--- config.mk ---
export PLATFORM = sky130hd
export DESIGN_NAME = iwdt_top
export DESIGN_NICKNAME = d
export VERILOG_FILES = /design/src/design/iwdt_pkg.sv /design/src/design/iwdt_tick_div.sv /design/src/design/iwdt_top.sv
export VERILOG_INCLUDE_DIRS = /design/src /design/src/design
export SDC_FILE = /design/constraint.sdc
export NUM_CORES = 1
export LEC_CHECK = 0
export ABC_AREA = 0
export BUFFER_PORTS_ARGS = -buffer_cell sky130_fd_sc_hd__buf_2
export CAP_MARGIN = 20
export CORE_ASPECT_RATIO = 1.75
export CORE_MARGIN = 10
export CORE_UTILIZATION = 25
export CTS_CLUSTER_DIAMETER = 150
export CTS_CLUSTER_SIZE = 14
export DETAILED_ROUTE_END_ITERATION = 12
export HOLD_SLACK_MARGIN = 0.02
export PLACE_DENSITY_LB_ADDON = 0.25
export SLEW_MARGIN = 20
export SYNTH_ARGS = -nofsm -noshare
export SYNTH_HDL_FRONTEND = slang
export SYNTH_SLANG_ARGS = --single-unit
--- constraint.sdc ---
create_clock -name mclk -period 4.7 [get_ports mclk]
set_input_delay 0.235 -clock mclk [delete_from_list [all_inputs] [get_ports mclk]]
set_output_delay 0.235 -clock mclk [all_outputs]
set_load 0.02 [all_outputs]
--- src/design/iwdt_map.svh ---
// Register map, field positions, reset values and timing figures of the watchdog
// Assumes inclusion by bare name from the top module and the property checker
`ifndef IWDT_MAP_SVH
`define IWDT_MAP_SVH

// ----------------------------------------------------------------
// I/O ports and lock key
// ----------------------------------------------------------------
`define IWDT_PORT_INDEX     16'h0022
`define IWDT_PORT_DATA      16'h0023
`define IWDT_IDX_LOCK       8'h13
`define IWDT_UNLOCK_KEY     8'hc5

// ----------------------------------------------------------------
// Register indices
// ----------------------------------------------------------------
`define IWDT_IDX_ENABLE     8'h37
`define IWDT_IDX_REPORT     8'h38
`define IWDT_IDX_CNT_LO     8'h39
`define IWDT_IDX_CNT_MID    8'h3a
`define IWDT_IDX_CNT_HI     8'h3b
`define IWDT_IDX_STATUS     8'h3c

// ----------------------------------------------------------------
// Fields
// ----------------------------------------------------------------
`define IWDT_EN_BIT         6
`define IWDT_SEL_MSB        7
`define IWDT_SEL_LSB        4
`define IWDT_SEL_IRQ_FIRST  4'h1
`define IWDT_SEL_IRQ_LAST   4'hb
`define IWDT_SEL_NMI        4'hc
`define IWDT_SEL_RST        4'hd
`define IWDT_NUM_IRQ        11
`define IWDT_ST_TO_BIT      7
`define IWDT_ST_RESTART_BIT 5
`define IWDT_ST_KEEP_MASK   8'h5f

// ----------------------------------------------------------------
// Reset values
// ----------------------------------------------------------------
`define IWDT_BYTE_RST       8'h00
`define IWDT_COUNT_RST      24'hffffff
`define IWDT_INDEX_RST      8'h00

// ----------------------------------------------------------------
// Timing
// ----------------------------------------------------------------
`define IWDT_CLK_PERIOD_NS  8.0
`define IWDT_TICK_PERIOD_US 30.5
`define IWDT_NS_PER_US      1000.0
`define IWDT_REPORT_PULSE   16

`endif

--- src/design/iwdt_pkg.sv ---
// Types shared by the watchdog modules
// Assumes the map header supplies all numeric constants
package iwdt_pkg;

  // Counter state
  typedef enum logic [0:0] {
    iwdt_off,
    iwdt_count
  } iwdt_state_t;

  // Kind of report latched at expiry
  typedef enum logic [1:0] {
    iwdt_rpt_none,
    iwdt_rpt_irq,
    iwdt_rpt_nmi,
    iwdt_rpt_reset
  } iwdt_report_t;

endpackage

--- src/design/iwdt_tick_div.sv ---
// Prescaler that turns the system clock into a one-cycle tick enable
// Assumes a synchronous active-low reset already released cleanly
`timescale 1ns/1ps
module iwdt_tick_div #(
  parameter int TICK_CYC = 3813
) (
  input  wire logic mclk,
  input  wire logic rst_n,
  input  wire logic clear,
  input  wire logic run,
  output logic      tick
);

  localparam int CW = (TICK_CYC > 1) ? $clog2(TICK_CYC) : 1;
  localparam logic [CW-1:0] LAST = CW'(TICK_CYC - 1);

  logic [CW-1:0] cnt_q;
  logic [CW-1:0] cnt_d;

  // Wrap at the last cycle, restart on clear
  always_comb begin
    tick  = run && !clear && (cnt_q == LAST);
    cnt_d = cnt_q;
    if (clear || !run) begin
      cnt_d = '0;
    end else if (cnt_q == LAST) begin
      cnt_d = '0;
    end else begin
      cnt_d = cnt_q + CW'(1);
    end
  end

  // Register the prescale count
  always_ff @(posedge mclk or negedge rst_n) begin
    if (!rst_n) begin
      cnt_q <= '0;
    end else begin
      cnt_q <= cnt_d;
    end
  end

endmodule

--- src/design/iwdt_top.sv ---
// Indexed watchdog timer: lock, index/data ports, registers, down-counter, reports
// Assumes host I/O strobes synchronous to mclk, one cycle each
`include "iwdt_map.svh"
`timescale 1ns/1ps
module iwdt_top #(
  parameter int TICK_CYC  = int'($ceil(`IWDT_TICK_PERIOD_US * `IWDT_NS_PER_US / `IWDT_CLK_PERIOD_NS)),
  parameter int PULSE_CYC = `IWDT_REPORT_PULSE
) (
  input  wire logic                     mclk,
  input  wire logic                     rst_b,
  input  wire logic [15:0]              io_addr,
  input  wire logic                     io_wr,
  input  wire logic                     io_rd,
  input  wire logic [7:0]               io_wdata,
  output logic      [7:0]               io_rdata,
  output logic      [`IWDT_NUM_IRQ-1:0] irq_out,
  output logic                          nmi_out,
  output logic                          sys_reset_out,
  output logic                          running
);

  localparam int PW = $clog2(PULSE_CYC + 1);
  localparam logic [PW-1:0] PULSE_LOAD = PW'(PULSE_CYC);
  localparam logic [23:0] ONE_COUNT = 24'h000001;

  // ----------------------------------------------------------------
  // Reset release
  // ----------------------------------------------------------------
  logic rst_meta_q;
  logic rst_sync_q;
  logic rst_n;

  // Two-stage release of the asynchronous reset
  always_ff @(posedge mclk or negedge rst_b) begin
    if (!rst_b) begin
      rst_meta_q <= 1'b0;
      rst_sync_q <= 1'b0;
    end else begin
      rst_meta_q <= 1'b1;
      rst_sync_q <= rst_meta_q;
    end
  end

  assign rst_n = rst_sync_q;

  // ----------------------------------------------------------------
  // Host port decode
  // ----------------------------------------------------------------
  logic       idx_wr;
  logic       data_wr;
  logic       cfg_wr;
  logic       restart_req;

  logic [7:0] index_q;
  logic [7:0] index_d;
  logic       unlocked_q;
  logic       unlocked_d;
  logic [7:0] rdata_q;
  logic [7:0] rdata_d;

  logic [7:0]  enable_q;
  logic [7:0]  enable_d;
  logic [7:0]  report_q;
  logic [7:0]  report_d;
  logic [23:0] reload_q;
  logic [23:0] reload_d;
  logic [7:0]  keep_q;
  logic [7:0]  keep_d;
  logic        timeout_q;
  logic        timeout_d;
  logic [7:0]  status_rd;

  // Strobes for the two ports and for unlocked data writes
  always_comb begin
    idx_wr      = io_wr && (io_addr == `IWDT_PORT_INDEX);
    data_wr     = io_wr && (io_addr == `IWDT_PORT_DATA);
    cfg_wr      = data_wr && unlocked_q;
    restart_req = cfg_wr && (index_q == `IWDT_IDX_STATUS) && io_wdata[`IWDT_ST_RESTART_BIT];
  end

  // Status byte as read: sticky flag, restart bit reads zero
  always_comb begin
    status_rd = keep_q & `IWDT_ST_KEEP_MASK;
    status_rd[`IWDT_ST_TO_BIT] = timeout_q;
  end

  // ----------------------------------------------------------------
  // Index, lock and read path
  // ----------------------------------------------------------------

  // Index latch, lock key and read mux
  always_comb begin
    index_d    = index_q;
    unlocked_d = unlocked_q;
    rdata_d    = rdata_q;
    if (idx_wr) begin
      index_d = io_wdata;
    end
    // Key value opens access, any other value at that index closes it
    if (data_wr && (index_q == `IWDT_IDX_LOCK)) begin
      unlocked_d = (io_wdata == `IWDT_UNLOCK_KEY);
    end
    if (io_rd) begin
      rdata_d = `IWDT_BYTE_RST;
      if (io_addr == `IWDT_PORT_INDEX) begin
        rdata_d = index_q;
      end else if (io_addr == `IWDT_PORT_DATA) begin
        unique case (index_q)
          `IWDT_IDX_LOCK:    rdata_d = unlocked_q ? `IWDT_UNLOCK_KEY : `IWDT_BYTE_RST;
          `IWDT_IDX_ENABLE:  rdata_d = enable_q;
          `IWDT_IDX_REPORT:  rdata_d = report_q;
          `IWDT_IDX_CNT_LO:  rdata_d = reload_q[7:0];
          `IWDT_IDX_CNT_MID: rdata_d = reload_q[15:8];
          `IWDT_IDX_CNT_HI:  rdata_d = reload_q[23:16];
          `IWDT_IDX_STATUS:  rdata_d = status_rd;
          default:           rdata_d = `IWDT_BYTE_RST;
        endcase
      end
    end
  end

  // Register index, lock and read data
  always_ff @(posedge mclk or negedge rst_n) begin
    if (!rst_n) begin
      index_q    <= `IWDT_INDEX_RST;
      unlocked_q <= 1'b0;
      rdata_q    <= `IWDT_BYTE_RST;
    end else begin
      index_q    <= index_d;
      unlocked_q <= unlocked_d;
      rdata_q    <= rdata_d;
    end
  end

  // ----------------------------------------------------------------
  // Configuration registers
  // ----------------------------------------------------------------

  // Byte writes through the data port while unlocked
  always_comb begin
    enable_d = enable_q;
    report_d = report_q;
    reload_d = reload_q;
    keep_d   = keep_q;
    if (cfg_wr) begin
      unique case (index_q)
        `IWDT_IDX_ENABLE:  enable_d = io_wdata;
        `IWDT_IDX_REPORT:  report_d = io_wdata;
        `IWDT_IDX_CNT_LO:  reload_d[7:0] = io_wdata;
        `IWDT_IDX_CNT_MID: reload_d[15:8] = io_wdata;
        `IWDT_IDX_CNT_HI:  reload_d[23:16] = io_wdata;
        `IWDT_IDX_STATUS:  keep_d = io_wdata & `IWDT_ST_KEEP_MASK;
        default: begin
        end
      endcase
    end
  end

  // Register configuration; watchdog comes up disabled
  always_ff @(posedge mclk or negedge rst_n) begin
    if (!rst_n) begin
      enable_q <= `IWDT_BYTE_RST;
      report_q <= `IWDT_BYTE_RST;
      reload_q <= `IWDT_COUNT_RST;
      keep_q   <= `IWDT_BYTE_RST;
    end else begin
      enable_q <= enable_d;
      report_q <= report_d;
      reload_q <= reload_d;
      keep_q   <= keep_d;
    end
  end

  // ----------------------------------------------------------------
  // Tick prescaler
  // ----------------------------------------------------------------
  iwdt_pkg::iwdt_state_t state_q;
  iwdt_pkg::iwdt_state_t state_d;
  logic        tick;
  logic        tick_clr;
  logic        start;
  logic        expire;
  logic        wd_on;
  logic [23:0] count_q;
  logic [23:0] count_d;

  assign wd_on = enable_q[`IWDT_EN_BIT];

  iwdt_tick_div #(
    .TICK_CYC (TICK_CYC)
  ) u_tick_div (
    .mclk  (mclk),
    .rst_n (rst_n),
    .clear (tick_clr),
    .run   (state_q == iwdt_pkg::iwdt_count),
    .tick  (tick)
  );

  // ----------------------------------------------------------------
  // Down-counter
  // ----------------------------------------------------------------

  // Load on enable or trigger, count ticks, expire on the last one
  always_comb begin
    state_d  = state_q;
    count_d  = count_q;
    start    = 1'b0;
    expire   = 1'b0;
    tick_clr = 1'b0;
    unique case (state_q)
      iwdt_pkg::iwdt_off: begin
        if (wd_on) begin
          start   = 1'b1;
          state_d = iwdt_pkg::iwdt_count;
          count_d = reload_q;
        end
      end
      iwdt_pkg::iwdt_count: begin
        if (!wd_on) begin
          state_d = iwdt_pkg::iwdt_off;
        end else if (restart_req) begin
          count_d  = reload_q;
          tick_clr = 1'b1;
        end else if (tick) begin
          // One count unit per tick, zero expires at the first tick
          if (count_q <= ONE_COUNT) begin
            expire  = 1'b1;
            count_d = reload_q;
          end else begin
            count_d = count_q - ONE_COUNT;
          end
        end
      end
    endcase
  end

  // Register counter state
  always_ff @(posedge mclk or negedge rst_n) begin
    if (!rst_n) begin
      state_q <= iwdt_pkg::iwdt_off;
      count_q <= `IWDT_COUNT_RST;
    end else begin
      state_q <= state_d;
      count_q <= count_d;
    end
  end

  // ----------------------------------------------------------------
  // Timeout flag and report outputs
  // ----------------------------------------------------------------
  iwdt_pkg::iwdt_report_t kind_q;
  iwdt_pkg::iwdt_report_t kind_d;
  logic [3:0]               sel_q;
  logic [3:0]               sel_d;
  logic [3:0]               sel_now;
  logic [PW-1:0]            pulse_q;
  logic [PW-1:0]            pulse_d;
  logic [`IWDT_NUM_IRQ-1:0] irq_d;
  logic [`IWDT_NUM_IRQ-1:0] irq_q;
  logic                     nmi_d;
  logic                     nmi_q;
  logic                     sysrst_d;
  logic                     sysrst_q;
  logic                     running_q;

  assign sel_now = report_q[`IWDT_SEL_MSB:`IWDT_SEL_LSB];

  // Sticky flag, report latch and pulse stretch
  always_comb begin
    timeout_d = timeout_q;
    kind_d    = kind_q;
    sel_d     = sel_q;
    pulse_d   = pulse_q;
    // Restart clears the flag, a restart on the last tick wins and no expiry occurs
    if (restart_req) begin
      timeout_d = 1'b0;
    end
    if (expire) begin
      timeout_d = 1'b1;
      sel_d     = sel_now;
      pulse_d   = PULSE_LOAD;
      if (sel_now == `IWDT_SEL_NMI) begin
        kind_d = iwdt_pkg::iwdt_rpt_nmi;
      end else if (sel_now == `IWDT_SEL_RST) begin
        kind_d = iwdt_pkg::iwdt_rpt_reset;
      end else if (sel_now >= `IWDT_SEL_IRQ_FIRST && sel_now <= `IWDT_SEL_IRQ_LAST) begin
        kind_d = iwdt_pkg::iwdt_rpt_irq;
      end else begin
        kind_d = iwdt_pkg::iwdt_rpt_none;
      end
    end else if (pulse_q != '0) begin
      pulse_d = pulse_q - PW'(1);
    end
    irq_d    = '0;
    nmi_d    = 1'b0;
    sysrst_d = 1'b0;
    if (pulse_d != '0) begin
      unique case (kind_d)
        iwdt_pkg::iwdt_rpt_irq:   irq_d = `IWDT_NUM_IRQ'(1) << (sel_d - `IWDT_SEL_IRQ_FIRST);
        iwdt_pkg::iwdt_rpt_nmi:   nmi_d = 1'b1;
        iwdt_pkg::iwdt_rpt_reset: sysrst_d = 1'b1;
        iwdt_pkg::iwdt_rpt_none: begin
        end
      endcase
    end
  end

  // Register flag and report outputs
  always_ff @(posedge mclk or negedge rst_n) begin
    if (!rst_n) begin
      timeout_q <= 1'b0;
      kind_q    <= iwdt_pkg::iwdt_rpt_none;
      sel_q     <= 4'h0;
      pulse_q   <= '0;
      irq_q     <= '0;
      nmi_q     <= 1'b0;
      sysrst_q  <= 1'b0;
      running_q <= 1'b0;
    end else begin
      timeout_q <= timeout_d;
      kind_q    <= kind_d;
      sel_q     <= sel_d;
      pulse_q   <= pulse_d;
      irq_q     <= irq_d;
      nmi_q     <= nmi_d;
      sysrst_q  <= sysrst_d;
      running_q <= (state_d == iwdt_pkg::iwdt_count);
    end
  end

  // Outputs straight from flops
  assign io_rdata      = rdata_q;
  assign irq_out       = irq_q;
  assign nmi_out       = nmi_q;
  assign sys_reset_out = sysrst_q;
  assign running       = running_q;

endmodule

# After elaboration in Yosys (flattened, before gate mapping)
# Cells that the tools add are included.
dict set report word_totals {
  reg_bits 127
  output_inout_bits 22
}
dict set report op_classes {
  add_sub_neg 4
  order_cmp 3
  eq_ne 19
  shift 1
  mux 36
  bitwise_logic 1
  n_reduce_logical 22
}
# cell n
set op_table {}
lappend op_table {{$mux W24} 5}
lappend op_table {{$pmux W8 S7} 1}
lappend op_table {{$eq A8 B6 Y1 const B} 6}
lappend op_table {{$pmux W24 S2} 1}
lappend op_table {{$eq A16 B6 Y1 const B} 2}
lappend op_table {{$le A24 B1 Y1 const B} 1}
lappend op_table {{$mux W12} 2}
lappend op_table {{$mux W8} 3}
lappend op_table {{$sub A24 B1 Y24 const B} 1}
lappend op_table {{$mux W11} 2}
lappend op_table {{$mux W1} 16}
lappend op_table {{$add A12 B1 Y12 const B} 1}
lappend op_table {{$eq A12 B12 Y1 const B} 1}
lappend op_table {{$reduce_and A2 Y1} 6}
lappend op_table {{$shl A1 B4 Y11 const A} 1}
lappend op_table {{$mux W5} 2}
lappend op_table {{$reduce_bool A5 Y1} 2}
lappend op_table {{$logic_and A1 B1 Y1} 9}
lappend op_table {{$eq A4 B4 Y1 const B} 2}
lappend op_table {{$eq A8 B5 Y1 const B} 1}
lappend op_table {{$eq A8 B8 Y1 const B} 1}
lappend op_table {{$mux W2} 3}
lappend op_table {{$sub A5 B1 Y5 const B} 1}
lappend op_table {{$eq A2 B2 Y1 const B} 2}
lappend op_table {{other kinds (12)} 14}

# Logic depth before layout (Yosys ltp)
dict set report depth {
  word_depth 20
  ltp_mapped 11
}

# Cells and area by module
# Synthesis repeated with hierarchy kept, for this count alone.
dict set report hier_totals {
  hier_cells 637
  hier_area_um2 6821.5
}
# mod instances cells_each area_per_inst_um2 seq_area_each_um2
set modules_own_cells {}
lappend modules_own_cells {iwdt_top 1 574 6184.7 2937.8}
lappend modules_own_cells {iwdt_tick_div 1 63 636.9 300.3}

# Least setup slack after synthesis
# Ideal clock, no wire load.
dict set report synth_path {
  path_kind {flip-flop to flip-flop}
  from {register count_q[12]}
  to {register irq_q[5] (netlist: irq_out[5])}
  setup_ps 133
  arrival_time_ps 2285
  required_time_ps 4567
  slack_ps 2282
  path_stages_with_launch 9
  path_buffers 1
  synth_period_minus_slack_ps 2418
  cell_sequence {dfstp_2 -> or4_4 -> nor4_4 -> and3_2 -> and4_1 -> buf_4 -> mux2i_1 -> nand2b_1 -> nor3_1}
}
dict set report synth_between {
  elab_chain_len 11
  elab_cells_between_ends 15
}
# item line
set synth_rtl {}
lappend synth_rtl {{start, declared} iwdt_top.sv:184} ;# logic [23:0] count_q;
lappend synth_rtl {{start signal, assigned} iwdt_top.sv:241} ;# count_q <= `IWDT_COUNT_RST;
lappend synth_rtl {{start signal, assigned} iwdt_top.sv:244} ;# count_q <= count_d;
lappend synth_rtl {{$le A24 B1 Y1 (*)} iwdt_top.sv:226} ;# if (count_q <= ONE_COUNT) begin
lappend synth_rtl {{$mux W1 (*)} iwdt_top.sv:226}
lappend synth_rtl {{$mux W1 (*)} iwdt_top.sv:224} ;# end else if (tick) begin
lappend synth_rtl {{$mux W1 (*)} iwdt_top.sv:221} ;# end else if (restart_req) begin
lappend synth_rtl {{$mux W1 (*)} iwdt_top.sv:219} ;# if (!wd_on) begin
lappend synth_rtl {{$mux W1 (*)} iwdt_top.sv:210} ;# unique case (state_q)
lappend synth_rtl {{$mux W4} iwdt_top.sv:278} ;# if (expire) begin
lappend synth_rtl {{$sub A4 B1 Y4 (no line)} -}
lappend synth_rtl {{$shl A1 B4 Y11 (no line)} -}
lappend synth_rtl {{$mux W11} iwdt_top.sv:298} ;# unique case (kind_d)
lappend synth_rtl {{$mux W11 (*)} iwdt_top.sv:297} ;# if (pulse_d != '0) begin
lappend synth_rtl {{via irq_d[5]} iwdt_top.sv:258} ;# logic [`IWDT_NUM_IRQ-1:0] irq_d;
lappend synth_rtl {{end signal, assigned} iwdt_top.sv:324} ;# irq_q <= irq_d;
lappend synth_rtl {{end, declared} iwdt_top.sv:259} ;# logic [`IWDT_NUM_IRQ-1:0] irq_q;
# The timed path passes the listed nets; every way through them passes the cells marked *.
# A chain may end at the register's enable or synchronous reset.

# Worst setup path in the final report
dict set report layout_path {
  from {register count_q[2]}
  to {register irq_q[6] (netlist: irq_out[6])}
}
# Same word-level chain as after synthesis.

==> results.cfg <==
[grt]
use_met3_pct = 2.22
grtUsageTotal_pct = 11.4
grt_antenna_before_repair = 0
grt_pass1_wl_mm = 28.9
grt_start_max_net_pins = 54
grt_use_met2_pct = 21.4
use_met1_pct = 11.2
grt_busiest_layer = met2
grt_pass1_vias = 5002
grt_overflow = 0

[placed_design]
gp_congestion = 0.780
place_ws_ns = 1.72
io_buffers = 49
hpwl_mm = 13.4

[floorplan]
fp.dieW_microns = 142
core_area_sq_um = 25400
ios = 50
dieArea_sq_um = 33000
num_rows = 77
die_h_microns = 233
start_util_pct = 25.5

[sta]
hold_viol = 0
finalSetupViolCount = 0
rsz0062_at_grt = false
maxSlewHeadroom_pct = 28.4
worst_slack_ns = 1.76
slew_viol_final = 0
tns_ns = 0
min_period_ns = 2.94
worstMarginPinSlew_ns = 1.07
fin_hold_ws_ns = 0.130
fin_crit_sh_pct = 62.6
clock_skew_ns = 0.0111
fmax_mhz = 340

[power]
fin_total_pwr_uw = 2450
p_comb_share_pct = 2.4
vdd_drop_max_uv = 206
swShare_pct = 22.4
p_clk_share_pct = 52.1
p_sw_uw = 549
power_leakage_uw = 0.00325
p_seq_share_pct = 45.5
p_int_uw = 1900
powerDensity_nw_per_um2 = 321

[yosys]
ys_seq_area_share_pct = 50.0
synth_cells = 617
syn_area_per_cell_sq_um = 10.5
synth_cell_type_count = 67
ys_warn_count = 0
synthesis.area_sq_um = 6470
synthArstFlopShare_pct = 100
synth_edf_count = 0
syn_nets = 650
ys_ff_latch = 127
synthFlopType = dfrtp_1

[detailed_routing]
drtPass1Iterations = 4
ant_nets = 0
drt_iter0_drc = 314
viasPerCell = 4.87
wirelength_mm = 18.2
drc_errors = 0
dr_total_vias = 4821
avgRoutedWirePerCell_microns = 18.4

[critical_path]
cpLargestDelayFamily = simple AND/OR/NAND/NOR gates
cp-end-kind = flop
setup.worst_path.start_class = flop
cp.required_ns = 5.00
rr_worst_depth = 7
cp_cell_sequence = or4_1 -> nor4_1 -> and3_2 -> and4_1 -> mux2i_1 -> nand2b_1 -> nor3_1
path_buf_inv = 0
r2r_slack_ns = 1.76
worstPathMaxFanout = 8
worstReg2RegEnd = irq_out[6]
cp_slowest_cell = or4_1
slowest_delay_ns = 0.51
crit_end = irq_out[6]
worstPathArrival_ns = 3.24
critPathLaunch = count_q[2]
rr_startpoint = count_q[2]
crit_cells = 7
critical_path_class = reg2reg

[layout]
regArea_sq_um = 3240
finish.utilization_pct = 30.0
drive_gt1_share_pct = 31.6
final_nets = 693
antennaDiodeCount = 0
area_delta_synth_final_pct = 17.7
multiInputGateArea_sq_um = 3040
nFillCells = 2678

[clock_network]
clkLatencyLatePin_ns = 0.43
holdBufCountCts = 1
cts_made_buffers = 17
root_buffer = clkbuf_16
cts.clk_slew.worst_paths_ns = 0.06
cts.htree.levels = 4
post-cts-setup-buffers = 0
clock-sinks = 127
cts_resized = 0
cts_tree = yes
clock_path_buffers = 2

[hold_path]
hold_class = in2async

[outcome]
run_status = finished clean

[job]
maxCapViolations = 0
[cells in the mapped netlist, drive strengths merged (3+ instances only)]
| master | count | area [sq um] |
|---|---|---|
| a31oi | 7 | 43.8 |
| mux4 | 8 | 180 |
| dfstp | 48 | 1260 |
| xnor2 | 8 | 70.1 |
| mux2 | 53 | 597 |
| mux2i | 10 | 113 |
| nand2b | 3 | 18.8 |
| a21o | 3 | 22.5 |
| nor3 | 30 | 176 |
| or3 | 4 | 25.0 |
| xor2 | 6 | 52.6 |
| ha | 5 | 62.6 |
| nor2 | 61 | 229 |
| nor2b | 6 | 37.5 |
| nand3 | 12 | 60.1 |
| dfrtp | 79 | 1980 |
| nor4 | 8 | 65.1 |
| a21oi | 44 | 220 |
| o22ai | 3 | 18.8 |
| clkbuf | 26 | 98.8 |
| nor3b | 8 | 70.1 |
| buf | 5 | 26.3 |
| nand4 | 11 | 83.8 |
| and2 | 4 | 25.0 |
| a22oi | 9 | 67.6 |
| or4 | 4 | 33.8 |
| o21a | 4 | 30.0 |
| inv | 21 | 78.8 |
| o21ai | 35 | 175 |
| nor4b | 4 | 35.0 |
| and3 | 12 | 76.3 |
| nand2 | 42 | 158 |
| a31o | 3 | 26.3 |
[cell usage in the layout, fill, tap and decap left out, types with 4 or more instances in the layout]
cell       netlist  final
a21oi_1         44     44
a22oi_1          9      9
a31oi_1          7      7
and2_1           4      4
and3_1          11     11
buf_2            3     49
buf_4            1      5
clkbuf_16        0     17
clkbuf_8         0      4
dfrtp_1         79     78
dfstp_2         48     48
ha_1             5      5
inv_1           21     21
mux2_2          53     53
mux2i_1          9      9
mux4_2           8      8
nand2_1         42     41
nand3_1         12     12
nand4_1         10     10
nor2_1          61     60
nor2b_1          6      6
nor3_1          26     26
nor3b_1          6      6
nor4_1           7      7
nor4b_1          4      4
o21a_1           4      4
o21ai_0         34     34
or3_1            4      4
xnor2_1          8      8
xor2_1           6      6
[worst min path at each step]
stage	endpoint	cells after the start	slack, ns	startpoint
after detailed placement	rst_meta_q	1	0.02	rst_b
after global placement	rst_meta_q	1	0.02	rst_b
after global routing	rst_meta_q	2	0.13	rst_b
final	rst_n	2	0.13	rst_b
after floorplan	rst_meta_q	0	-0.06	rst_b
after CTS	rst_meta_q	2	0.09	rst_b
[state kept, by name, summed over array words and instances (netlist names), 6 cells and up]
signal,count
index_q,8
keep_q,6
report_q,8
count_q,24
u_tick_div.cnt_q,12
io_rdata,8
enable_q,8
reload_q,24
irq_out,11
[power by group through the flow]
stage / clock (uW) / sequential [uW] / combinational, uW
floorplan: 0 / 1140 / 9.75
global placement: 0 / 1130 / 59.9
detailed placement: 0 / 1130 / 60.2
CTS: 1310 / 1110 / 60.9
global route: 1370 / 1120 / 65.7
finish: 1280 / 1110 / 58.7
[layer usage]
layer  vias up  wire (microns)
met2        65           10400
met3        29             325
met4         0             676
met1      2398            6770
li1       2329               -
met5         -               0
[per-stage QoR]
step           cell area, sq um  instances
2_1_floorplan              6470        617
5_1_grt                    7620        989
3_5_place_dp               7030        956
6_report                   7620        989
4_1_cts                    7620        989
3_3_place_gp               7030        956
[layout make-up]
| type | instances | share of cell area (%) |
|---|---|---|
| Sequential cell | 127 | 42.6 |
| Multi-Input combinational cell | 438 | 39.9 |
| Clock buffer | 23 | 6.40 |
| Tap cell | 316 | 5.19 |
| Timing Repair Buffer | 55 | 3.84 |
| Clock inverter | 9 | 1.12 |
| Inverter | 21 | 1.03 |
[cells by family (layout without fill, tap and decap cells)]
| family | count (synthesis) | count (layout) | share of synthesized area, % |
|---|---|---|---|
| simple gates | 219 | 219 | 18.2 |
| compound gates | 128 | 128 | 11.9 |
| flops | 127 | 127 | 50.0 |
| mux | 71 | 71 | 13.7 |
| buf+inv | 52 | 108 | 3.15 |
| xor+xnor | 14 | 14 | 1.89 |
| fa+ha+maj | 5 | 5 | 0.966 |
| other cells | 1 | 1 | 0.0579 |
Power figures use the tool's default switching activity.
